`src/umc_pkg.sv`:
```
package umc_pkg;
    // register byte addresses on the axi4-lite bus
    localparam logic [7:0] ADDR_MODEM_CONTROL = 8'h00;
    localparam logic [7:0] ADDR_MODEM_STATUS = 8'h04;
    localparam logic [7:0] ADDR_LINE_CONTROL = 8'h08;
    localparam logic [7:0] ADDR_INT_ENABLE = 8'h0C;
    localparam logic [7:0] ADDR_DIV_LOW = 8'h10;
    localparam logic [7:0] ADDR_DIV_HIGH = 8'h14;
    localparam logic [7:0] ADDR_INT_STATUS = 8'h18;
    // modem_control fields
    localparam int MC_DTR = 0;
    localparam int MC_RTS = 1;
    localparam int MC_USER_OUTPUT_1 = 2;
    localparam int MC_USER_OUTPUT_2 = 3;
    localparam int MC_LOOP = 4;
    localparam int MC_AFE = 5;
    // modem_status fields
    localparam int MS_DCTS = 0;
    localparam int MS_DDSR = 1;
    localparam int MS_RING_TRAILING_EDGE_FLAG = 2;
    localparam int MS_DDCD = 3;
    // line_control divisor access select
    localparam int LC_DIV_SEL = 7;
    // interrupt_enable modem status enable
    localparam int IE_MODEM = 3;
    // reset values
    localparam logic [7:0] MODEM_CONTROL_RST = 8'h00;
    localparam logic [7:0] LINE_CONTROL_RST = 8'h00;
    localparam logic [7:0] INT_ENABLE_RST = 8'h00;
    localparam logic [15:0] DIVISOR_RST = 16'h0001;
    localparam int BAUD_OVERSAMPLE = 16;
    // axi response codes
    localparam logic [1:0] RESP_OKAY = 2'h0;
    localparam logic [1:0] RESP_SLVERR = 2'h2;
endpackage
```
`src/umc_baud_gen.sv`:
```
`timescale 1ns/10ps
// down counter producing the 16x bit-rate enable
module umc_baud_gen
    import umc_pkg::*;
#(
    parameter int DIV_W = 16
) (
    input wire logic aclk, // system clock
    input wire logic aresetn, // synchronous reset, active low
    input wire logic ce, // clock enable
    input wire logic [DIV_W-1:0] divisor, // programmed divisor
    input wire logic reload, // latch write, restart count
    output logic tick_16x // one-cycle 16x enable
);
    logic [DIV_W-1:0] count;
    logic [DIV_W-1:0] next_count;
    logic next_tick;

    // divisor of zero behaves as one so the enable never stalls
    always_comb begin
        next_count = count;
        next_tick = 1'b0;
        if (reload) begin
            next_count = divisor;
        end else if (count <= DIV_W'(1)) begin
            next_tick = 1'b1;
            next_count = divisor;
        end else begin
            next_count = count - DIV_W'(1);
        end
    end

    always_ff @(posedge aclk) begin
        if (!aresetn) begin
            count <= DIV_W'(DIVISOR_RST);
            tick_16x <= 1'b0;
        end else if (ce) begin
            count <= next_count;
            tick_16x <= next_tick;
        end
    end
endmodule

```
`src/umc_modem_ctrl.sv`:
```
`timescale 1ns/10ps
// Functional notes
// - modem_control bit 0 drives the data-terminal-ready output directly
// - modem_control bit 1 drives request-to-send unless auto rts owns it
// - bit 2 is user output 1, fed to ring input in loopback
// - bit 3 enables interrupt driver; aux output pin is its inverse
// - loopback holds tx high, ignores rx, loops shift output to receiver
// - loopback disconnects modem inputs, outputs high, routes bits inward
// - loopback keeps interrupts; modem sources become low four control bits
// - autoflow bit 5 with rts picks auto rts+cts, cts only, or none
// - change flags set on input change, all cleared by status read
// - cts change flag interrupts only when enabled and autoflow is off
// - dsr change flag raises modem interrupt when enabled
// - ring flag sets on ring input low-to-high, interrupts when enabled
// - carrier change flag raises modem interrupt when enabled
// - status bits 4..7 return complemented cts, dsr, ri, dcd
// - in loopback status 4..7 equal rts, dtr, user_output_1, user_output_2
// - baud generator divides by 1..65535, output sixteen times bit rate
// - divisor in two byte latches; writing either reloads the counter
// - line control bit 7 selects divisor latches over interrupt_enable
module umc_modem_ctrl
    import umc_pkg::*;
(
    input wire logic aclk, // system clock, 100 MHz
    input wire logic aresetn, // synchronous reset, active low
    input wire logic ce, // clock enable, freezes all state
    input wire logic [7:0] s_axi_awaddr, // write address
    input wire logic s_axi_awvalid, // write address valid
    output logic s_axi_awready, // write address ready
    input wire logic [31:0] s_axi_wdata, // write data
    input wire logic [3:0] s_axi_wstrb, // write byte strobes
    input wire logic s_axi_wvalid, // write data valid
    output logic s_axi_wready, // write data ready
    output logic [1:0] s_axi_bresp, // write response
    output logic s_axi_bvalid, // write response valid
    input wire logic s_axi_bready, // write response ready
    input wire logic [7:0] s_axi_araddr, // read address
    input wire logic s_axi_arvalid, // read address valid
    output logic s_axi_arready, // read address ready
    output logic [31:0] s_axi_rdata, // read data
    output logic [1:0] s_axi_rresp, // read response
    output logic s_axi_rvalid, // read data valid
    input wire logic s_axi_rready, // read data ready
    input wire logic cts_n, // clear to send pin, active low
    input wire logic dsr_n, // data set ready pin, active low
    input wire logic ri_n, // ring indicator pin, active low
    input wire logic dcd_n, // carrier detect pin, active low
    output logic dtr_n, // data terminal ready pin, active low
    output logic rts_n, // request to send pin, active low
    output logic user_output_1_n, // user output 1 pin, active low
    output logic aux_output_pin_n, // aux output pin, low when user_output_2 set outside loopback
    input wire logic rx_pin, // serial receive pin
    output logic tx_pin, // serial transmit pin
    input wire logic tx_shift_reg_out, // transmitter shift register output
    output logic rx_shift_in, // serial input to receiver shift register
    input wire logic rx_int, // receive interrupt request from receiver
    input wire logic tx_int, // transmit interrupt request from transmitter
    input wire logic auto_rts_level_n, // rts level asked by receive fifo
    output logic auto_cts_enable, // transmitter waits on cts when high
    output logic auto_rts_enable, // rts pin follows receive fifo when high
    output logic cts_active, // effective cts seen by the transmitter
    output logic irq_out, // interrupt level
    output logic irq_oe, // interrupt pin driver enable
    output logic baud_tick_16x // one-cycle 16x baud enable
);
    logic [7:0] modem_control, next_modem_control;
    logic [7:0] line_control, next_line_control;
    logic [7:0] interrupt_enable, next_interrupt_enable;
    logic [15:0] divisor, next_divisor;
    logic div_reload, next_div_reload;
    logic [3:0] change_flags, next_change_flags;
    logic [3:0] sync1, sync2, prev_level; // order: cts, dsr, ri, dcd (asserted = 1)
    logic [3:0] next_prev_level;
    logic rx_sync1, rx_sync2;
    logic aw_held, w_held, next_aw_held, next_w_held;
    logic [7:0] aw_addr, next_aw_addr;
    logic [31:0] w_data, next_w_data;
    logic [3:0] w_strb, next_w_strb;
    logic bvalid, next_bvalid;
    logic [1:0] bresp, next_bresp;
    logic rvalid, next_rvalid;
    logic [1:0] rresp, next_rresp;
    logic [31:0] rdata, next_rdata;
    logic [3:0] level_now;
    logic loop_on;
    logic status_read;
    logic [7:0] status_value;
    logic msi_pending;
    logic do_write;

    // true when an address hits a divisor latch under the access select
    function automatic logic is_div(input logic [7:0] a, input logic [7:0] lc);
        return lc[LC_DIV_SEL] && (a == ADDR_DIV_LOW || a == ADDR_DIV_HIGH);
    endfunction

    // true for any mapped address under the current access select
    function automatic logic is_mapped(input logic [7:0] a, input logic [7:0] lc);
        logic hit;
        hit = (a == ADDR_MODEM_CONTROL) || (a == ADDR_MODEM_STATUS) ||
              (a == ADDR_LINE_CONTROL) || (a == ADDR_INT_STATUS);
        if (a == ADDR_INT_ENABLE) begin
            hit = !lc[LC_DIV_SEL];
        end
        if (a == ADDR_DIV_LOW || a == ADDR_DIV_HIGH) begin
            hit = is_div(a, lc);
        end
        return hit;
    endfunction

    assign loop_on = modem_control[MC_LOOP];

    // modem inputs seen internally, true means asserted
    always_comb begin
        if (loop_on) begin
            level_now = {modem_control[MC_RTS], modem_control[MC_DTR],
                         modem_control[MC_USER_OUTPUT_1], modem_control[MC_USER_OUTPUT_2]};
        end else begin
            level_now = sync2;
        end
    end

    // modem_status read value: delta flags low, asserted levels high
    assign status_value = {level_now[0], level_now[1], level_now[2], level_now[3],
                           change_flags};

    // pin side outputs, all forced inactive high in loopback; rx_shift_in takes tx_shift_reg_out instead
    assign dtr_n = loop_on ? 1'b1 : ~modem_control[MC_DTR];
    assign rts_n = loop_on ? 1'b1 :
                   (auto_rts_enable ? auto_rts_level_n : ~modem_control[MC_RTS]);
    assign user_output_1_n = loop_on ? 1'b1 : ~modem_control[MC_USER_OUTPUT_1];
    assign aux_output_pin_n = loop_on ? 1'b1 : ~modem_control[MC_USER_OUTPUT_2];
    assign tx_pin = loop_on ? 1'b1 : tx_shift_reg_out;
    assign rx_shift_in = loop_on ? tx_shift_reg_out : rx_sync2;

    // flow configuration
    assign auto_cts_enable = modem_control[MC_AFE];
    assign auto_rts_enable = modem_control[MC_AFE] & modem_control[MC_RTS];
    assign cts_active = level_now[3];

    // modem status interrupt; cts change silent while autoflow is on
    assign msi_pending = interrupt_enable[IE_MODEM] &
        ((change_flags[MS_DCTS] & ~modem_control[MC_AFE]) |
         change_flags[MS_DDSR] | change_flags[MS_RING_TRAILING_EDGE_FLAG] | change_flags[MS_DDCD]);
    assign irq_out = (msi_pending | rx_int | tx_int) & modem_control[MC_USER_OUTPUT_2];
    assign irq_oe = modem_control[MC_USER_OUTPUT_2];

    // handshake outputs are combinational, data outputs registered;
    // ce low hides every ready and valid so no beat is lost while state is frozen
    assign s_axi_awready = ce && !aw_held && !bvalid;
    assign s_axi_wready = ce && !w_held && !bvalid;
    assign s_axi_arready = ce && !rvalid;
    assign s_axi_bvalid = ce && bvalid;
    assign s_axi_bresp = bresp;
    assign s_axi_rvalid = ce && rvalid;
    assign s_axi_rresp = rresp;
    assign s_axi_rdata = rdata;

    assign do_write = aw_held && w_held && !bvalid;
    assign status_read = s_axi_arvalid && s_axi_arready && (s_axi_araddr == ADDR_MODEM_STATUS);

    // bus slave next state: capture aw and w in either order, answer after both
    always_comb begin
        next_aw_held = aw_held;
        next_w_held = w_held;
        next_aw_addr = aw_addr;
        next_w_data = w_data;
        next_w_strb = w_strb;
        next_bvalid = bvalid;
        next_bresp = bresp;
        next_rvalid = rvalid;
        next_rresp = rresp;
        next_rdata = rdata;
        next_modem_control = modem_control;
        next_line_control = line_control;
        next_interrupt_enable = interrupt_enable;
        next_divisor = divisor;
        next_div_reload = 1'b0;
        if (s_axi_awvalid && s_axi_awready) begin
            next_aw_held = 1'b1;
            next_aw_addr = s_axi_awaddr;
        end
        if (s_axi_wvalid && s_axi_wready) begin
            next_w_held = 1'b1;
            next_w_data = s_axi_wdata;
            next_w_strb = s_axi_wstrb;
        end
        if (do_write) begin
            next_aw_held = 1'b0;
            next_w_held = 1'b0;
            next_bvalid = 1'b1;
            next_bresp = is_mapped(aw_addr, line_control) ? RESP_OKAY : RESP_SLVERR;
            if (w_strb[0]) begin
                case (aw_addr)
                    ADDR_MODEM_CONTROL: next_modem_control = {2'h0, w_data[5:0]};
                    ADDR_LINE_CONTROL: next_line_control = w_data[7:0];
                    ADDR_INT_ENABLE: begin
                        if (!line_control[LC_DIV_SEL]) begin
                            next_interrupt_enable = {4'h0, w_data[3:0]};
                        end
                    end
                    ADDR_DIV_LOW: begin
                        if (is_div(aw_addr, line_control)) begin
                            next_divisor[7:0] = w_data[7:0];
                            next_div_reload = 1'b1;
                        end
                    end
                    ADDR_DIV_HIGH: begin
                        if (is_div(aw_addr, line_control)) begin
                            next_divisor[15:8] = w_data[7:0];
                            next_div_reload = 1'b1;
                        end
                    end
                    default: ;
                endcase
            end
        end
        if (bvalid && s_axi_bready) begin
            next_bvalid = 1'b0;
        end
        if (s_axi_arvalid && s_axi_arready) begin
            next_rvalid = 1'b1;
            next_rresp = is_mapped(s_axi_araddr, line_control) ? RESP_OKAY : RESP_SLVERR;
            case (s_axi_araddr)
                ADDR_MODEM_CONTROL: next_rdata = {24'h000000, modem_control};
                ADDR_MODEM_STATUS: next_rdata = {24'h000000, status_value};
                ADDR_LINE_CONTROL: next_rdata = {24'h000000, line_control};
                ADDR_INT_ENABLE: next_rdata = line_control[LC_DIV_SEL] ? 32'h00000000 :
                                              {24'h000000, interrupt_enable};
                ADDR_DIV_LOW: next_rdata = is_div(s_axi_araddr, line_control) ?
                                           {24'h000000, divisor[7:0]} : 32'h00000000;
                ADDR_DIV_HIGH: next_rdata = is_div(s_axi_araddr, line_control) ?
                                            {24'h000000, divisor[15:8]} : 32'h00000000;
                ADDR_INT_STATUS: next_rdata = {29'h00000000, tx_int, rx_int, msi_pending};
                default: next_rdata = 32'h00000000;
            endcase
        end else if (rvalid && s_axi_rready) begin
            next_rvalid = 1'b0;
        end
    end

    // change detection: a new edge wins over a clear from the same read
    always_comb begin
        next_prev_level = level_now;
        next_change_flags = status_read ? 4'h0 : change_flags;
        if (level_now[3] != prev_level[3]) begin
            next_change_flags[MS_DCTS] = 1'b1;
        end
        if (level_now[2] != prev_level[2]) begin
            next_change_flags[MS_DDSR] = 1'b1;
        end
        // ring pin low-to-high means asserted goes to deasserted
        if (prev_level[1] && !level_now[1]) begin
            next_change_flags[MS_RING_TRAILING_EDGE_FLAG] = 1'b1;
        end
        if (level_now[0] != prev_level[0]) begin
            next_change_flags[MS_DDCD] = 1'b1;
        end
    end

    // two-stage synchronisers for all pin inputs; first stage feeds only the second
    always_ff @(posedge aclk) begin
        if (!aresetn) begin
            sync1 <= 4'h0;
            sync2 <= 4'h0;
            rx_sync1 <= 1'b1;
            rx_sync2 <= 1'b1;
        end else if (ce) begin
            sync1 <= {~cts_n, ~dsr_n, ~ri_n, ~dcd_n};
            sync2 <= sync1;
            rx_sync1 <= rx_pin;
            rx_sync2 <= rx_sync1;
        end
    end

    // register all state
    always_ff @(posedge aclk) begin
        if (!aresetn) begin
            modem_control <= MODEM_CONTROL_RST;
            line_control <= LINE_CONTROL_RST;
            interrupt_enable <= INT_ENABLE_RST;
            divisor <= DIVISOR_RST;
            div_reload <= 1'b0;
            change_flags <= 4'h0;
            prev_level <= 4'h0;
            aw_held <= 1'b0;
            w_held <= 1'b0;
            aw_addr <= 8'h00;
            w_data <= 32'h00000000;
            w_strb <= 4'h0;
            bvalid <= 1'b0;
            bresp <= RESP_OKAY;
            rvalid <= 1'b0;
            rresp <= RESP_OKAY;
            rdata <= 32'h00000000;
        end else if (ce) begin
            modem_control <= next_modem_control;
            line_control <= next_line_control;
            interrupt_enable <= next_interrupt_enable;
            divisor <= next_divisor;
            div_reload <= next_div_reload;
            change_flags <= next_change_flags;
            prev_level <= next_prev_level;
            aw_held <= next_aw_held;
            w_held <= next_w_held;
            aw_addr <= next_aw_addr;
            w_data <= next_w_data;
            w_strb <= next_w_strb;
            bvalid <= next_bvalid;
            bresp <= next_bresp;
            rvalid <= next_rvalid;
            rresp <= next_rresp;
            rdata <= next_rdata;
        end
    end

    // baud generator restarts from the new divisor after a latch write
    umc_baud_gen #(
        .DIV_W(16)
    ) u_baud (
        .aclk(aclk),
        .aresetn(aresetn),
        .ce(ce),
        .divisor(divisor),
        .reload(div_reload),
        .tick_16x(baud_tick_16x)
    );
endmodule

```
`config.mk`:
```
export PLATFORM = sky130hd
export DESIGN_NAME = umc_modem_ctrl
export DESIGN_NICKNAME = d
export VERILOG_FILES = /design/src/umc_pkg.sv /design/src/umc_baud_gen.sv /design/src/umc_modem_ctrl.sv
export SDC_FILE = /design/constraint.sdc
export NUM_CORES = 1
export LEC_CHECK = 0
export BUFFER_PORTS_ARGS = -buffer_cell sky130_fd_sc_hd__buf_4
export CORE_AREA = 2 2 103 105
export CTS_CLUSTER_DIAMETER = 80
export CTS_CLUSTER_SIZE = 30
export DETAILED_ROUTE_END_ITERATION = 16
export DIE_AREA = 0 0 105 107
export GPL_TIMING_DRIVEN = 1
export PLACE_DENSITY = 0.75
export SLEW_MARGIN = 20
export SYNTH_ARGS = -nofsm -noshare
export SYNTH_HDL_FRONTEND = slang
export SYNTH_SLANG_ARGS = --single-unit
```
`constraint.sdc`:
```
create_clock -name aclk -period 4.7 [get_ports aclk]
set_input_delay 0.94 -clock aclk [delete_from_list [all_inputs] [get_ports aclk]]
set_output_delay 0.94 -clock aclk [all_outputs]
set_load 0.03 [all_outputs]
```
==> results of run 1 <==
## Yosys cell counts, drive strengths merged, types with 2 or more instances
library cell / n
a22o: 2
a21oi: 38
nand2: 62
o31a: 2
ha: 2
or3: 8
a211oi: 10
a22oi: 6
nand4: 6
xnor2: 3
and3: 2
a32o: 7
o221a: 2
and2: 8
nor4b: 2
nor2b: 5
a31oi: 2
nand3b: 3
o2bb2ai: 2
o21ai: 21
nand2b: 8
dfxtp: 101
inv: 8
nand3: 8
clkbuf: 27
nor3: 12
nor2: 79
buf: 34
a222oi: 2
mux2: 12
o311a: 3
a2bb2oi: 2
nor4: 7
mux2i: 49
or2: 4
a221oi: 4
or4: 5
nor3b: 3
## logic make-up after synthesis
logic type,after synthesis
flops,101
buf+inv,69
xor+xnor,3
simple gates,226
fa+ha+maj,2
other cells,1
compound gates,114
mux,61
## registers in the layout (all words and copies together), names as in the netlist, 6 cells and up
register and count:
aw_addr 8, divisor 16, line_control 8, modem_control 6, s_axi_rdata 8, u_baud.count 16, w_data 8
## how the worst max path moves through the flow
stage                                   end  slack (ps)
2_1_floorplan                  s_axi_bvalid        1720
3_3_place_gp   change_flags[1]$_SDFFE_PN0P_        1680
3_5_place_dp   change_flags[3]$_SDFFE_PN0P_        1610
4_1_cts                        s_axi_wready        1770
5_1_grt                        s_axi_wready        1650
6_report                      s_axi_awready        1770
## stage by stage
stage	utilization	cells	hold slack, ps
after floorplan	-	602	436
after global placement	0.539	749	444
after detailed placement	0.539	749	452
after CTS	0.560	765	468
after global routing	0.560	765	486
final	0.560	765	466
## cell usage in the layout, fill, tap and decap left out, drive strengths merged, types with 7 or more instances in the layout
cell | synthesis | routed
a211oi | 10 | 10
or3 | 8 | 8
dfxtp | 101 | 101
nand2 | 62 | 62
nand3 | 8 | 8
mux2 | 12 | 12
buf | 34 | 72
conb | 1 | 26
nand2b | 8 | 8
nor4 | 7 | 7
inv | 8 | 10
clkbuf | 27 | 10
nor2 | 79 | 79
mux2i | 49 | 49
and2 | 8 | 8
a21oi | 38 | 38
nor3 | 12 | 12
a32o | 7 | 7
o21ai | 21 | 21
## worst max-delay path, cell delays in order
cell and delay [ps]:
buf_4 80, buf_4 440, nand2b_1 160, nor2_1 180, buf_4 190
## metal layers
layer / routed length [um] / global-route usage / part of all wire / vias up
li1: - / - / - / 2097
met1: 5320 / 0.285 / 0.43 / 2070
met2: 6080 / 0.372 / 0.49 / 135
met3: 730 / 0.0419 / 0.059 / 18
met4: 233 / 0.0790 / 0.019 / 0
met5: 0 / 0 / 0 / -
## final cells by class
cell class / count / share of cell area
repair buffers: 72 / 0.0957
inverters: 8 / 0.00532
clock buffers: 10 / 0.0244
flip-flops and latches: 101 / 0.358
clock inverters: 6 / 0.0120
multi-input cells: 432 / 0.475
well taps: 136 / 0.0301
## where the power goes
part | leakage, nW | internal (mW) | switching, mW
logic | 1.27 | 0.362 | 0.579
registers | 0.821 | 0.935 | 0.0786
clock network | 0.0993 | 0.264 | 0.303
total | 2.19 | 1.56 | 0.960
==> reports/qor.yml, run 1 <==
detailed_routing:
  drc: 0
  dr.pass1.iters: 5
  routed_wl_mm: 12.4
  drt_iter0_drc: 277
  wl_per_cell_um: 16.2
  num_vias: 4320
  drtAntennaViolNets: 0
  viasPerCell: 5.65
worst_setup_path:
  worstRegToRegCells: 5
  cp.arrival_ps: 1990
  cp-end-kind: "output pin"
  reg2reg_to: "u_baud.count[9]$_SDFFE_PN0P_"
  path_class: "in -> out"
  worstPathMaxFanout: 55
  reg2reg_setup_slack_ps: 2130
  r2r-start: "u_baud.count[2]$_SDFFE_PN0P_"
  required_ps: 3760
  startpoint_type: "primary input"
  crit_path_start: "ce"
clocking:
  htree_levels: 3
  ctsResizeCount: 0
  ctsHoldBuffers: 0
  clk_pin_slew_ps: 100
  clk_latency_ps: 360
  clockRootBuffer: "clkbuf_8"
  cts_sinks: 101
  clockBufferDepth: 2
  cts_tree: "done"
  cts_buffers: 9
  post-cts-setup-buffers: 0
hold_path:
  hold_depth: 2
  holdCritStartpoint: "aw_addr[7]$_SDFFE_PN0P_"
  hp-class: "reg -> reg"
  hold_end: "aw_addr[7]$_SDFFE_PN0P_"
yosys:
  synth_compound_area_frac: 0.158
  synth_warnings: 0
  synthArstFlopShare: 0
  synth_edf_count: 0
  yosysSeqAreaShare: 0.407
  ys_ff_latch: 101
  synth.area.top_cells: "dfxtp_1 (41%), mux2i_1 (9.9%), nor2_1 (6.0%), nand2_1 (4.7%), buf_4 (3.9%)"
  ys.flop_type: "dfxtp_1"
  synthSimpleGateAreaFrac: 0.224
  synth_top_area_share: 0.407
  synth_top_area_cell: "dfxtp_1"
  syn-instance-count: 577
  synthAdderAreaFrac: 0.00504
  synth_mux_area_frac: 0.126
  synth_xor_area_frac: 0.00529
  avgSynthCellArea_um2: 8.61
  ys_types: 65
  synth_area_um2: 4970
  synth_top_family_by_area: "simple AND/OR/NAND/NOR gates"
final_layout:
  fin_area_um2: 5650
  multi_input_area_um2: 2680
  fillers: 952
  area_growth_pct: 13.6
  nets: 695
  antenna_cells: 0
  final_layout_size_suffix_gt1_frac: 0.180
  regArea_um2: 2020
global_routing:
  grt_pass1_wl_mm: 20.1
  grt_max_degree: 56
  antenna_found_initial: 0
  grt_overflow: 0
  grt_use_total: 0.222
  grt_pass1_vias: 4033
placed_design:
  place_area_um2: 5440
  pre_cts_ws_ps: 1610
  port_buffers: 68
  gp_congestion: 0.933
  dp.final_hpwl_mm: 8.83
floorplan:
  die-height_um: 107
  dieArea_um2: 11200
  io_pins: 122
  coreArea_um2: 10100
  initial_core_util: 0.492
  rows: 37
  die_w_um: 105
timing:
  tightest_slew_ps: 1160
  post-route-period-util: 0.624
  slew_headroom: 0.217
  setup_tns_ps: 0
  period_needed_ps: 2930
  clock_skew_ps: 13.7
  setup_ws_ps: 1770
  fmax_mhz: 341
  final_max_slew_viol_count: 0
  setup_viol_count_final: 0
  rsz0062_at_grt: "false"
  hold_violations: 0
power:
  power-per-cell-area_nw_per_um2: 446
  total_power_mw: 2.52
  ir_drop_mv: 0.322
  p_leak_nw: 2.19
job:
  maxCapViolCount: 0
outcome:
  status: "finished clean"
Note: power is estimated with default switching activity, not from simulation.
==> run 2: changes to the inputs <==
--- a/config.mk
+++ b/config.mk
@@ -6,13 +6,13 @@
 export NUM_CORES = 1
 export LEC_CHECK = 0
 export BUFFER_PORTS_ARGS = -buffer_cell sky130_fd_sc_hd__buf_4
-export CORE_AREA = 2 2 103 105
+export CORE_AREA = 2 2 105 107
 export CTS_CLUSTER_DIAMETER = 80
 export CTS_CLUSTER_SIZE = 30
 export DETAILED_ROUTE_END_ITERATION = 16
-export DIE_AREA = 0 0 105 107
+export DIE_AREA = 0 0 107 109
 export GPL_TIMING_DRIVEN = 1
-export PLACE_DENSITY = 0.75
+export PLACE_DENSITY = 0.76
 export SLEW_MARGIN = 20
 export SYNTH_ARGS = -nofsm -noshare
 export SYNTH_HDL_FRONTEND = slang
==> constraint.sdc (replaced) <==
create_clock -name aclk -period 2.55 [get_ports aclk]
set_input_delay 0.51 -clock aclk [delete_from_list [all_inputs] [get_ports aclk]]
set_output_delay 0.51 -clock aclk [all_outputs]
set_load 0.03 [all_outputs]
==> run 2 against run 1 <==
Clock power rose by 76%. Register-to-register slack got worse by 1900 ps. Combinational power rose by 98%. Largest cell class unchanged. Clock-buffer cell count did not move. Global-route usage fell by 0.22 points.
==> reports/qor.yml, run 2 (synthesized netlist as in run 1, its figures left out) <==
detailed_routing:
  dr.pass1.iters: 5
  wl_per_cell_um: 16.1
  drtAntennaViolNets: 0
  routed_wl_mm: 12.5
  num_vias: 4404
  drc: 0
  viasPerCell: 5.65
  drt_iter0_drc: 416
timing:
  post-route-period-util: 0.910
  period_needed_ps: 2320
  setup_ws_ps: 229
  tightest_slew_ps: 680
  fmax_mhz: 431
  setup_tns_ps: 0
  timing.hold.ws_ps: 321
  slew_headroom: 0.547
  rsz0062_at_grt: "false"
  clock_skew_ps: 7.18
  hold_violations: 0
  setup_viol_count_final: 0
  final_max_slew_viol_count: 0
worst_setup_path:
  critPathTopFamily: "simple AND/OR/NAND/NOR gates"
  startpoint_type: "flip-flop"
  crit_chain: "or4_1 -> nor4_4 -> buf_4 -> a21o_4 -> o21ai_0 -> a32o_1"
  worst_path_max_delay_cell: "or4_1"
  required_ps: 2810
  worst-path-buf-inv: 1
  path_class: "reg -> reg"
  cp.arrival_ps: 2580
  cp-end-kind: "flip-flop"
  cpPeakStageDelay_ps: 730
  worstPathMaxFanout: 16
power:
  power-per-cell-area_nw_per_um2: 825
  ir_drop_mv: 0.508
  p_leak_nw: 2.23
final_layout:
  final_cell_mix: "dfxtp_1 (101), buf_4 (83), nor2_1 (79)"
  final_common_cell: "dfxtp_1"
  utilization: 0.540
  area_growth_pct: 15.1
  antenna_cells: 0
  largest_registers: "divisor (16), u_baud.count (16)"
  fillers: 964
  nets: 706
  final_layout_size_suffix_gt1_frac: 0.192
  fin_area_um2: 5720
global_routing:
  grt_use_total: 0.219
  grt_pass1_wl_mm: 20.4
  grt_max_degree: 51
  grt_use_met2: 0.361
  antenna_found_initial: 0
  grt_overflow: 0
  met1_usage: 0.291
  grt-busiest-layer: "met2"
  grt_util_met3: 0.0347
  grt_pass1_vias: 4083
clocking:
  cts_tree: "done"
  clk_pin_slew_ps: 90
  clockRootBuffer: "clkbuf_8"
  cts_buffers: 9
  htree_levels: 3
  post-cts-setup-buffers: 0
  cts_sinks: 101
  clockBufferDepth: 2
  ctsResizeCount: 0
  clk_latency_ps: 360
  ctsHoldBuffers: 0
floorplan:
  dieArea_um2: 11700
  coreArea_um2: 10600
  die-height_um: 109
  die_w_um: 107
  rows: 38
  io_pins: 122
  initial_core_util: 0.469
outcome:
  status: "finished clean"
placed_design:
  dp.final_hpwl_mm: 9.11
  pre_cts_ws_ps: 35.3
  place_area_um2: 5530
  gp_congestion: 0.888
  port_buffers: 68
job:
  maxCapViolCount: 0
hold_path:
  hp-class: "in -> reg"
## run 2: cell count changes in the layout (fill, tap and decap cells not counted), sizes merged
| cell | previous run | this run |
|---|---|---|
| buf | 72 | 83 |
| clkinv | 1 | 3 |
| inv | 10 | 8 |
## run 2: worst paths after layout
path | cells after the start | to | slack [ps] | from
min reg2reg | 2 | aw_addr[1]$_SDFFE_PN0P_ | 460 | aw_addr[1]$_SDFFE_PN0P_
min | 2 | sync1[2]$_SDFFE_PN0P_ | 320 | dsr_n
max | 6 | u_baud.count[5]$_SDFFE_PN0P_ | 230 | u_baud.count[5]$_SDFFE_PN0P_
max reg2reg | 6 | u_baud.count[5]$_SDFFE_PN0P_ | 230 | u_baud.count[5]$_SDFFE_PN0P_
## run 2: metal layers
layer  vias up  share of wire
li1       2122              -
met1      2106           0.44
met2       153           0.49
met3        23          0.058
met4         0          0.018
met5         -              0
## run 2: per-stage QoR
| step | power (mW) | cells |
|---|---|---|
| 6_report | 4.72 | 780 |
| 5_1_grt | 5.00 | 780 |
| 4_1_cts | 4.70 | 780 |
| 3_5_place_dp | 3.72 | 764 |
| 3_3_place_gp | 3.65 | 764 |
| 2_1_floorplan | 3.35 | 602 |
## run 2: final cells by class
type | instances | area [um^2] | area share
clock inverter | 6 | 63.8 | 0.0112
timing repair buffer | 83 | 623 | 0.109
sequential | 101 | 2020 | 0.353
tap | 140 | 175 | 0.0306
multi-input combinational | 432 | 2680 | 0.468
clock buffer | 10 | 128 | 0.0223
inverter | 8 | 30.0 | 0.00525
## run 2: power by group
part	leakage, nW	switching [mW]	internal [mW]	total, mW
registers	0.821	0.148	1.72	1.87
logic	1.32	1.12	0.737	1.86
clock network	0.0923	0.543	0.452	0.996
